===== src/hdl/cipc_defs.svh =====
`ifndef CIPC_DEFS_SVH
`define CIPC_DEFS_SVH

// ----------------------------------------
// timing figures, as printed
// ----------------------------------------
`define CIPC_CLK_HZ        10000000
`define CIPC_DGL_MS        8
`define CIPC_BLANK_US      176
`define CIPC_OCOFF_MS      64
`define CIPC_RAMP_US       100
// ----------------------------------------
// derived cycle counts
// ----------------------------------------
`define CIPC_DGL_CYC       ((`CIPC_CLK_HZ / 1000) * `CIPC_DGL_MS)
`define CIPC_BLANK_CYC     ((`CIPC_CLK_HZ / 1000000) * `CIPC_BLANK_US)
`define CIPC_OCOFF_CYC     ((`CIPC_CLK_HZ / 1000) * `CIPC_OCOFF_MS)
`define CIPC_RAMP_CYC      ((`CIPC_CLK_HZ / 1000000) * `CIPC_RAMP_US)
// ----------------------------------------
// event limits and widths
// ----------------------------------------
`define CIPC_EVENT_LIMIT   15
`define CIPC_CNT_W         4
`define CIPC_TMR_W         24
`define CIPC_GATE_W        8
`define CIPC_GATE_FULL     8'hFF
`define CIPC_GATE_ZERO     8'h00

`endif


===== src/hdl/cipc_pkg.sv =====
`default_nettype none

package cipc_pkg;

  // ----------------------------------------
  // comparator flags from the analog front
  // ----------------------------------------
  typedef struct packed {
    logic inputAboveLockout;
    logic inputOvervoltage;
    logic overcurrentLimit;
    logic batteryOvervoltage;
    logic dieOvertemp;
  } cipc_flags_type;

  typedef enum logic [6:0] {
    ST_DOWN  = 7'h01,
    ST_DGL   = 7'h02,
    ST_ON    = 7'h04,
    ST_OCOFF = 7'h08,
    ST_WAIT  = 7'h10,
    ST_OVREC = 7'h20,
    ST_LATCH = 7'h40
  } cipc_state_type;

endpackage : cipc_pkg

`default_nettype wire


===== src/hdl/cipc_soft_ramp.sv =====
`timescale 1ns/1ps
`default_nettype none
`include "cipc_defs.svh"

module cipc_soft_ramp #(
  parameter int STEP_CYC = `CIPC_RAMP_CYC
) (
  // clock and reset
  input  wire logic                    sys_clk,
  input  wire logic                    rst_n,
  // control
  input  wire logic                    closeReq,
  input  wire logic                    fastOff,
  // gate drive
  output logic [`CIPC_GATE_W-1:0]      gateLevel
);

  // step divider must fit the shared timer width
  if (STEP_CYC < 1 || STEP_CYC >= (1 << `CIPC_TMR_W)) begin : gBadStep
    $error("STEP_CYC out of range");
  end

  logic [`CIPC_TMR_W-1:0] div_r;
  logic [`CIPC_TMR_W-1:0] div_nxt;
  logic [`CIPC_GATE_W-1:0] level_r;
  logic [`CIPC_GATE_W-1:0] level_nxt;
  logic                    stepEn;

  always_comb begin
    stepEn    = (div_r == `CIPC_TMR_W'(STEP_CYC - 1));
    div_nxt   = stepEn ? '0 : div_r + 1'b1;
    level_nxt = level_r;
    // abrupt open on input overvoltage
    if (fastOff) begin
      level_nxt = `CIPC_GATE_ZERO;
    end else if (stepEn && closeReq && level_r != `CIPC_GATE_FULL) begin
      level_nxt = level_r + 1'b1;
    end else if (stepEn && !closeReq && level_r != `CIPC_GATE_ZERO) begin
      level_nxt = level_r - 1'b1;
    end
  end

  always_ff @(posedge sys_clk) begin
    if (!rst_n) begin
      div_r   <= '0;
      level_r <= `CIPC_GATE_ZERO;
    end else begin
      div_r   <= div_nxt;
      level_r <= level_nxt;
    end
  end

  assign gateLevel = level_r;

endmodule : cipc_soft_ramp

`default_nettype wire


===== src/hdl/cipc_ctrl.sv =====
// How it works
// (RULE1) below lockout: switch open, fault released
// (RULE2) rising past lockout resets all state
// (RULE3) after deglitch close only if safe
// (RULE4) every close ramps on gradually
// (RULE5) overvoltage during deglitch: never close, fault
// (RULE6) input overvoltage opens switch at once
// (RULE7) overvoltage clears: wait recovery, reclose
// (RULE8) overcurrent starts blanking; short ones ignored
// (RULE9) persistent overcurrent: off time, then retry
// (RULE10) fifteenth overcurrent shutdown latches off
// (RULE11) overcurrent shutdown opens switch slowly
// (RULE12) battery overvoltage: soft open, fault low
// (RULE13) battery below hysteresis: reclose switch
// (RULE14) separate battery counter, fifteenth latches off
// (RULE15) disable or power cycle clears counters
// (RULE16) overtemperature opens switch until cooled
// (RULE17) high enable forces switch open
// (RULE18) floating enable counts as enabled
// (RULE19) fault released when disabled, or when safe outside off time and latch
// (RULE20) fault low for four fault kinds
// (RULE21) 8 ms deglitch and recovery interval
// (RULE22) 176 us overcurrent blanking interval
// (RULE23) 64 ms off time after overcurrent
// (RULE24) flags in, timers from internal base
`timescale 1ns/1ps
`default_nettype none
`include "cipc_defs.svh"

module cipc_ctrl #(
  parameter int DGL_CYC   = `CIPC_DGL_CYC,
  parameter int BLANK_CYC = `CIPC_BLANK_CYC,
  parameter int OCOFF_CYC = `CIPC_OCOFF_CYC,
  parameter int RAMP_CYC  = `CIPC_RAMP_CYC
) (
  // clock and reset
  input  wire logic                    sys_clk,
  input  wire logic                    rst_n,
  // comparator flags, asynchronous
  input  wire cipc_pkg::cipc_flags_type flagsIn,
  // host enable, active low
  input  wire logic                    enableIn_n,
  input  wire logic                    enableFloat,
  // pass switch drive
  output logic                         switchClosed,
  output logic [`CIPC_GATE_W-1:0]      passSwitchGate,
  // open-drain fault pin
  output logic                         faultOut,
  output logic                         faultOe
);

  if (DGL_CYC < 1 || DGL_CYC >= (1 << `CIPC_TMR_W)) begin : gBadDgl
    $error("DGL_CYC out of range");
  end
  if (BLANK_CYC < 1 || BLANK_CYC >= (1 << `CIPC_TMR_W)) begin : gBadBlank
    $error("BLANK_CYC out of range");
  end
  if (OCOFF_CYC < 1 || OCOFF_CYC >= (1 << `CIPC_TMR_W)) begin : gBadOcoff
    $error("OCOFF_CYC out of range");
  end

  // ----------------------------------------
  // input synchronisers
  // ----------------------------------------
  cipc_pkg::cipc_flags_type fMeta_r;
  cipc_pkg::cipc_flags_type f_r;
  logic [1:0]               enMeta_r;
  logic [1:0]               en_r;

  // (RULE24) comparator flags synced in
  always_ff @(posedge sys_clk) begin
    if (!rst_n) begin
      fMeta_r  <= '0;
      f_r      <= '0;
      enMeta_r <= 2'h0;
      en_r     <= 2'h0;
    end else begin
      fMeta_r  <= flagsIn;
      f_r      <= fMeta_r;
      enMeta_r <= {enableFloat, enableIn_n};
      en_r     <= enMeta_r;
    end
  end

  logic disabled;
  logic inputOk;
  // (RULE18) floating pin reads as enabled
  assign disabled = en_r[0] && !en_r[1];
  assign inputOk  = f_r.inputAboveLockout;

  // ----------------------------------------
  // control state machine
  // ----------------------------------------
  cipc_pkg::cipc_state_type state_r;
  cipc_pkg::cipc_state_type state_nxt;
  logic [`CIPC_TMR_W-1:0]   tmr_r;
  logic [`CIPC_TMR_W-1:0]   tmr_nxt;
  logic [`CIPC_CNT_W-1:0]   ocCnt_r;
  logic [`CIPC_CNT_W-1:0]   ocCnt_nxt;
  logic [`CIPC_CNT_W-1:0]   bvCnt_r;
  logic [`CIPC_CNT_W-1:0]   bvCnt_nxt;
  logic                     bvPrev_r;
  logic                     bvPrev_nxt;
  logic                     disPrev_r;
  logic                     faultOe_r;
  logic                     faultOe_nxt;
  logic                     closed_r;
  logic                     closed_nxt;
  logic                     fastOff_r;
  logic                     fastOff_nxt;
  logic                     safe;
  logic                     bvRise;

  function automatic logic [`CIPC_TMR_W-1:0] cycLast(input int cyc);
    cycLast = `CIPC_TMR_W'(cyc - 1);
  endfunction : cycLast

  // (RULE16) hot die counts unsafe
  assign safe   = !f_r.inputOvervoltage && !f_r.batteryOvervoltage && !f_r.dieOvertemp;
  assign bvRise = f_r.batteryOvervoltage && !bvPrev_r;

  always_comb begin
    state_nxt  = state_r;
    tmr_nxt    = tmr_r;
    ocCnt_nxt  = ocCnt_r;
    bvCnt_nxt  = bvCnt_r;
    bvPrev_nxt = f_r.batteryOvervoltage;
    case (state_r)
      cipc_pkg::ST_DOWN: begin
        // (RULE2) lockout release restarts all
        if (inputOk) begin
          state_nxt = cipc_pkg::ST_DGL;
          tmr_nxt   = '0;
        end
      end
      cipc_pkg::ST_DGL: begin
        // (RULE21) deglitch wait counts
        tmr_nxt = tmr_r + 1'b1;
        // (RULE5) early overvoltage blocks power-up
        if (f_r.inputOvervoltage) begin
          state_nxt = cipc_pkg::ST_WAIT;
        end else if (tmr_r == cycLast(DGL_CYC)) begin
          // (RULE3) close only when inputs safe
          state_nxt = (safe && !disabled) ? cipc_pkg::ST_ON : cipc_pkg::ST_WAIT;
          tmr_nxt   = '0;
        end
      end
      cipc_pkg::ST_ON: begin
        // (RULE8) blanking runs while limited
        // (RULE22) blanking interval count
        tmr_nxt = f_r.overcurrentLimit ? tmr_r + 1'b1 : '0;
        if (f_r.inputOvervoltage) begin
          state_nxt = cipc_pkg::ST_WAIT;
        end else if (disabled || !safe) begin
          state_nxt = cipc_pkg::ST_WAIT;
        end else if (f_r.overcurrentLimit && tmr_r == cycLast(BLANK_CYC)) begin
          // (RULE10) count shutdowns, latch at limit
          ocCnt_nxt = ocCnt_r + 1'b1;
          state_nxt = (ocCnt_nxt == `CIPC_CNT_W'(`CIPC_EVENT_LIMIT)) ? cipc_pkg::ST_LATCH : cipc_pkg::ST_OCOFF;
          tmr_nxt   = '0;
        end
      end
      cipc_pkg::ST_OCOFF: begin
        // (RULE23) fixed off time, then retry
        // (RULE9) switch off, fault held
        tmr_nxt = tmr_r + 1'b1;
        if (tmr_r == cycLast(OCOFF_CYC)) begin
          state_nxt = cipc_pkg::ST_WAIT;
          tmr_nxt   = '0;
        end
      end
      cipc_pkg::ST_WAIT: begin
        tmr_nxt = '0;
        // (RULE7) overvoltage cleared: recovery wait
        // (RULE13) battery cleared: reclose path
        if (!f_r.inputOvervoltage && safe && !disabled) begin
          state_nxt = cipc_pkg::ST_OVREC;
        end
      end
      cipc_pkg::ST_OVREC: begin
        tmr_nxt = tmr_r + 1'b1;
        if (!safe || disabled) begin
          state_nxt = cipc_pkg::ST_WAIT;
        end else if (tmr_r == cycLast(DGL_CYC)) begin
          state_nxt = cipc_pkg::ST_ON;
          tmr_nxt   = '0;
        end
      end
      cipc_pkg::ST_LATCH: begin
        tmr_nxt = '0;
      end
      default: begin
        state_nxt = cipc_pkg::ST_DOWN;
      end
    endcase
    // (RULE14) battery events counted apart
    if (bvRise && state_r != cipc_pkg::ST_DOWN && state_r != cipc_pkg::ST_LATCH) begin
      bvCnt_nxt = bvCnt_r + 1'b1;
      if (bvCnt_nxt == `CIPC_CNT_W'(`CIPC_EVENT_LIMIT)) begin
        state_nxt = cipc_pkg::ST_LATCH;
      end
    end
    // (RULE15) disable clears counters and latch
    if (disabled) begin
      ocCnt_nxt = '0;
      bvCnt_nxt = '0;
      if (state_r == cipc_pkg::ST_LATCH) begin
        state_nxt = cipc_pkg::ST_WAIT;
      end
    end
    // (RULE1) lockout overrides everything
    if (!inputOk) begin
      state_nxt = cipc_pkg::ST_DOWN;
      tmr_nxt   = '0;
      ocCnt_nxt = '0;
      bvCnt_nxt = '0;
    end
  end

  // ----------------------------------------
  // output decode
  // ----------------------------------------
  always_comb begin
    // (RULE17) enable gates the close request
    closed_nxt  = (state_nxt == cipc_pkg::ST_ON) && !disabled;
    // (RULE6) overvoltage opens without ramp
    fastOff_nxt = f_r.inputOvervoltage || !inputOk;
    // (RULE20) fault on any of four kinds
    // (RULE19) released when disabled, or when safe outside off time and latch
    faultOe_nxt = inputOk && !disabled &&
                  (!safe || state_nxt == cipc_pkg::ST_OCOFF || state_nxt == cipc_pkg::ST_LATCH);
  end

  always_ff @(posedge sys_clk) begin
    if (!rst_n) begin
      state_r   <= cipc_pkg::ST_DOWN;
      tmr_r     <= '0;
      ocCnt_r   <= '0;
      bvCnt_r   <= '0;
      bvPrev_r  <= 1'b0;
      disPrev_r <= 1'b0;
      faultOe_r <= 1'b0;
      closed_r  <= 1'b0;
      fastOff_r <= 1'b1;
    end else begin
      state_r   <= state_nxt;
      tmr_r     <= tmr_nxt;
      ocCnt_r   <= ocCnt_nxt;
      bvCnt_r   <= bvCnt_nxt;
      bvPrev_r  <= bvPrev_nxt;
      disPrev_r <= disabled;
      faultOe_r <= faultOe_nxt;
      closed_r  <= closed_nxt;
      fastOff_r <= fastOff_nxt;
    end
  end

  // ----------------------------------------
  // gate ramp
  // ----------------------------------------
  logic [`CIPC_GATE_W-1:0] rampLevel;

  // (RULE4) soft-start on every close
  // (RULE11) soft-stop on current shutdown
  // (RULE12) battery fault opens gradually
  cipc_soft_ramp #(
    .STEP_CYC (RAMP_CYC)
  ) uRamp (
    .sys_clk   (sys_clk),
    .rst_n     (rst_n),
    .closeReq  (closed_r),
    .fastOff   (fastOff_r),
    .gateLevel (rampLevel)
  );

  // gate register keeps the output straight from a flop
  logic [`CIPC_GATE_W-1:0] gate_r;
  always_ff @(posedge sys_clk) begin
    if (!rst_n) begin
      gate_r <= `CIPC_GATE_ZERO;
    end else begin
      gate_r <= fastOff_r ? `CIPC_GATE_ZERO : rampLevel;
    end
  end

  assign switchClosed   = closed_r;
  assign passSwitchGate = gate_r;
  assign faultOut       = 1'b0;
  assign faultOe        = faultOe_r;
endmodule : cipc_ctrl

`default_nettype wire


===== config.mk =====
export PLATFORM = sky130hd
export DESIGN_NAME = cipc_ctrl
export DESIGN_NICKNAME = d
export VERILOG_FILES = /design/src/hdl/cipc_pkg.sv /design/src/hdl/cipc_soft_ramp.sv /design/src/hdl/cipc_ctrl.sv
export VERILOG_INCLUDE_DIRS = /design/src /design/src/hdl
export SDC_FILE = /design/constraint.sdc
export NUM_CORES = 1
export LEC_CHECK = 0
export BUFFER_PORTS_ARGS = -buffer_cell sky130_fd_sc_hd__clkbuf_2
export CAP_MARGIN = 40
export CORE_MARGIN = 2
export CORE_UTILIZATION = 60
export CTS_BUF_LIST = sky130_fd_sc_hd__clkbuf_4 sky130_fd_sc_hd__clkbuf_8
export DETAILED_ROUTE_END_ITERATION = 16
export PLACE_DENSITY_LB_ADDON = 0.12
export SLEW_MARGIN = 10
export SYNTH_ARGS = -nofsm -noshare
export SYNTH_HDL_FRONTEND = slang
export SYNTH_SLANG_ARGS = --single-unit

===== constraint.sdc =====
create_clock -name sys_clk -period 7.2 [get_ports sys_clk]
set_clock_uncertainty 0.2 [all_clocks]
set_input_delay 1.44 -clock sys_clk [delete_from_list [all_inputs] [get_ports sys_clk]]
set_output_delay 1.44 -clock sys_clk [all_outputs]
set_load 0.02 [all_outputs]

; Word-level counts from Yosys, hierarchy flattened
; Index checks and enable logic that the tools add are counted.
[classes]
mux = 28
div_mod_pow = 0
n_eq_ne = 19
addsub = 6
bitwise_logic = 4
n_lt_le_gt_ge = 0
shifts = 0
reduce_logical = 39
multipliers = 0
[ops]
columns = cell, n
row1 = $mux W24, 8
row2 = $pmux W24 S5, 1
row3 = $mux W7, 15
row4 = $pmux W7 S7, 1
row5 = $add A24 B1 Y24 const B, 2
row6 = $eq A24 B10 Y1 const B, 1
row7 = $eq A24 B11 Y1 const B, 1
row8 = $eq A24 B17 Y1 const B, 1
row9 = $eq A24 B20 Y1 const B, 1
row10 = $logic_and A1 B1 Y1, 17
row11 = $mux W8, 2
row12 = $eq A7 B3 Y1 const B, 2
row13 = $eq A7 B4 Y1 const B, 2
row14 = $eq A7 B7 Y1 const B, 2
row15 = $logic_not A1 Y1, 9
row16 = $add A4 B1 Y4 const B, 2
row17 = $add A8 B1 Y8 const B, 1
row18 = $eq A4 B4 Y1 const B, 2
row19 = $ne A8 B8 Y1 const B, 1
row20 = $reduce_bool A8 Y1, 1
row21 = $sub A8 B1 Y8 const B, 1
row22 = $eq A7 B1 Y1 const B, 1
row23 = $eq A7 B2 Y1 const B, 1
row24 = $eq A7 B5 Y1 const B, 1
row25 = 12 further kinds, 20
[totals]
word_cells = 119
mem_bits_rw = 0
ff_bits = 97
output_inout_bits = 11
romBits = 0
latch_bits = 0
memories = 0

; Logic depth before layout (Yosys ltp)
[logic_depth]
ltp_word = 17
ltp_mapped = 14
ltp_nobuf = 13

; Modules after synthesis
; A second synthesis with hierarchy kept.
[hier_totals]
hier_cells = 533
area_unflattened_um2 = 4722.0
[by_module_without_submodules]
columns = mod, cells_each, instances, area_per_inst_um2, seq_area_each_um2
row1 = cipc_ctrl, 335, 1, 3021.6, 1301.2
row2 = cipc_soft_ramp, 198, 1, 1700.4, 640.6

; Worst setup path after synthesis
; Ideal clock, no wire load.
[synth_path]
path_kind = register to register
start = register uRamp.div_r[3]
end = register uRamp.level_r[7] (netlist: uRamp.gateLevel[7])
path_buffers = 0
required_ns = 6.879
stages_incl_launch_ff = 13
setup_slack_ns = 3.897
period_less_slack_ns = 3.303
arrival_ns = 2.982
setup_time_ns = 0.121
cell_sequence = dfxtp_1 or4_1 or4_1 nor2_1 inv_1 ha_1 a21o_1 a211oi_1 o21ai_0 a211oi_1 a31oi_1 xor2_1 nor2_1
[synth_via]
elab_chain_cells = 4
[synth_lines]
columns = element, line_no
row1 = from (decl), cipc_soft_ramp.sv:23  ; logic [`CIPC_TMR_W-1:0] div_r;
row2 = from (signal assigned), cipc_soft_ramp.sv:48  ; div_r <= div_nxt;
row3 = $eq A24 B10 Y1 (*), cipc_soft_ramp.sv:30  ; stepEn = (div_r == `CIPC_TMR_W'(STEP_CYC - 1));
row4 = "$logic_and A1 B1 Y1, on equally long branches", "cipc_soft_ramp.sv:36, cipc_soft_ramp.sv:38"
row5 = $logic_and A1 B1 Y1 (no line), n/a
row6 = $mux W8 or $reduce_bool A2 Y1 (tied branches), n/a
row7 = to (signal assigned), cipc_soft_ramp.sv:46  ; level_r <= `CIPC_GATE_ZERO;
row8 = to (signal assigned), cipc_soft_ramp.sv:49  ; level_r <= level_nxt;
row9 = to (decl), cipc_soft_ramp.sv:25  ; logic [`CIPC_GATE_W-1:0] level_r;
; Mark *: on every way between the ends. The rest lies on a longest branch, timed or not.
; A chain may end at the register's enable or synchronous reset.

; Worst setup path in the final report
[layout_path]
start = register uRamp.div_r[14]
end = register uRamp.level_r[7] (netlist: uRamp.gateLevel[7])
; The elaborated chain is that of the path after synthesis.

==> metrics.txt <==
CP Buf/Inv Count=1; Crit path max-delay family=simple AND/OR/NAND/NOR gates; Worst path max stage delay=0.60 ns; Post-CTS Hold Buffers=0; total track usage=21.91%; Mapped Area=0.004679 mm^2; Iter 0 DRT Violations=141; PortBufs=18; detailed-route wire length per cell=13.73 um; Worst EP arrival=3.83 ns; CTS max path bufs=2; Setup Fix Bufs, Post-CTS=0; Rel. slew slack=43.46%; WL final=9.141 mm; mean post-synth cell area=8.618 um^2; Worst setup EP type=flip-flop; fraction of registers with async set/reset=0%; post-place setup slack=3.549 ns; EDFF count, synth=0; CTS tree=done; required time of the critical path=7.30 ns; clock slew at reported path FFs=0.10 ns; final slew viol count=0; detail-routed via count per cell=5.653; die area=0.008521 mm^2; Final nets=581; Startpoint Class=flip-flop; Leak=1.752 nW; Fmax=0.2685 GHz; Comb power frac=2.7%; P_sw=0.2171 mW; first-pass GRT wire length=15.17 mm; slowest CP cell=or4_1; Final Hold Fails=0; post-CTS sizing=0; fin crit period=3.724 ns; H-tree level count=3; initial antenna violation count=0; grt total ovfl=0; Synth area leader=dfxtp_1; DRT antenna net count=0; Die X-Extent=92.31 um; Synth cell types=59; detailed placement HPWL=6.519 mm; RSZ-0062 raised after global routing=no; Max Cap Viol=0; clock sinks=97; outcome=completed; RePlAce Congestion=0.8775; Initial Util=61.19%; post-synthesis net count=565; Design Power=0.9376 mW; most frequent cells after synthesis=97 x dfxtp_1, 87 x nor2_1, 39 x nand2_1, 32 x xnor2_1, 28 x and2_1; post-route clock period utilization=51.72%; count leader, synth=dfxtp_1; routed vias=3765; part of the power in registers=58.2%; sequential-to-total area share from yosys stat=41.50%; num ports=20; Num CTS Buffers=9; type of the worst setup path=reg -> reg; Sum Neg Setup Slack=0 ns; Post-route DRC=0; Util after Layout=65.81%; Worst Hold Class=reg -> reg; Seq cells post-synth=97; CORE AREA=0.007647 mm^2; die height=92.31 um; top cell type's share of synthesized area=41.50%; critical path cell sequence=or4_1 -> or4_1 -> nor2_1 -> inv_1 -> ha_1 -> a21o_1 -> a211oi_1 -> o21ai_0 -> a211oi_1 -> a31oi_1 -> xor2_1 -> nor2_1; maximum number of pins on one net before global-route repair=24; Int Power=0.7205 mW; PD cells=186.3 mW/mm^2; layout cell share with drive strength beyond 1=9.043%; transition time at the pin with the least slew margin=0.8416 ns; drt pass-1 iters=4; Gate Count Post-Synth=543; clk_lat worst skew=0.37 ns; synth top area cells=dfxtp_1 41%, nor2_1 7.0%, xnor2_1 6.0%, and2_1 3.7%, xor2_1 3.7%; Worst IR Drop VDD=139.9 uV; Area Overhead vs Synth=7.540%; Post-synth top flop=dfxtp_1; vias in the first global route=3436; Setup-failing EPs final=0; root buf cell=clkbuf_8; clock power share=39.1%; Yosys warning count=0; Rows=32; diode count=0; fin worst setup slack=3.476 ns; CP max FO=7; Switching Fraction=23.16%
## layout by cell type (no fill, tap or decap), types with 14 or more instances in the layout
| master | instances |
|---|---|
| nand4_1 | 16 |
| nor3_1 | 15 |
| inv_1 | 15 |
| dfxtp_1 | 97 |
| xnor2_1 | 32 |
| xor2_1 | 20 |
| nand3_1 | 27 |
| and2_1 | 28 |
| a21oi_1 | 14 |
| nor2_1 | 87 |
| o21ai_0 | 18 |
| nand2_1 | 39 |
| clkbuf_2 | 18 |
## state kept, by name (all words and copies together) (netlist names)
name,cells
uRamp.div_r,24
state_r,7
bvCnt_r,4
en_r,2
faultOe,1
uRamp.gateLevel,8
tmr_r,24
ocCnt_r,4
bvPrev_r,1
enMeta_r,2
bvPrev_nxt,1
f_r,3
fastOff_r,1
inputOk,1
switchClosed,1
passSwitchGate,8
fMeta_r,5
## logic make-up after synthesis
group                      Yosys count  synth area share (%)
buffers and inverters               28                 2.727
AOI/OAI and AO/OA                   64                 9.332
DFF                                 97                 41.50
muxes                                4                0.8556
other                                1               0.08014
xor gates and xnor gates            52                 9.733
and+or+nand+nor                    284                 32.14
adders and majority gates           13                 3.636
## final timing paths
kind                        start                 end  slack, ns  cells after the start
hold / removal         fMeta_r[0]              f_r[0]       0.24                      1
setup / recovery  uRamp.div_r[14]  uRamp.gateLevel[7]       3.48                     12
hold reg to reg        fMeta_r[0]              f_r[0]       0.24                      1
setup reg to reg  uRamp.div_r[14]  uRamp.gateLevel[7]       3.48                     12
## area by class of cell
type | instances | area, um^2
inverters | 15 | 56.30
clock inverters | 6 | 75.07
multi-input cells | 418 | 2610
clock buffers | 10 | 131.4
repair buffers | 18 | 90.09
fillers | 660 | 2615
well taps | 102 | 127.6
flip-flops and latches | 97 | 1942
## power by group through the flow
stage | clock network [mW] | registers, mW | logic [mW]
2_1_floorplan | 0 | 0.557 | 0.0195
3_3_place_gp | 0 | 0.557 | 0.0250
3_5_place_dp | 0 | 0.558 | 0.0255
4_1_cts | 0.374 | 0.545 | 0.0256
5_1_grt | 0.397 | 0.546 | 0.0285
6_report | 0.367 | 0.545 | 0.0255
## metrics by stage
| stage | cell area [um^2] | instances | hold slack (ns) |
|---|---|---|---|
| floorplan | 4679 | 543 | 0.2119 |
| global placement | 4826 | 650 | 0.2144 |
| detailed placement | 4826 | 650 | 0.2169 |
| CTS | 5032 | 666 | 0.2397 |
| global route | 5032 | 666 | 0.2634 |
| finish | 5032 | 666 | 0.2382 |
## routing by layer
layer / vias to the layer above / global-route usage, % / wire length [um] / part of all wire, %
li1: 1917 / - / - / -
met3: 13 / 3.336 / 285 / 3.1
met5: - / 0 / 0 / 0
met2: 75 / 36.74 / 4233 / 46
met4: 0 / 9.826 / 172 / 1.9
met1: 1760 / 27.93 / 4451 / 49
(Power assumes the default switching activity.)
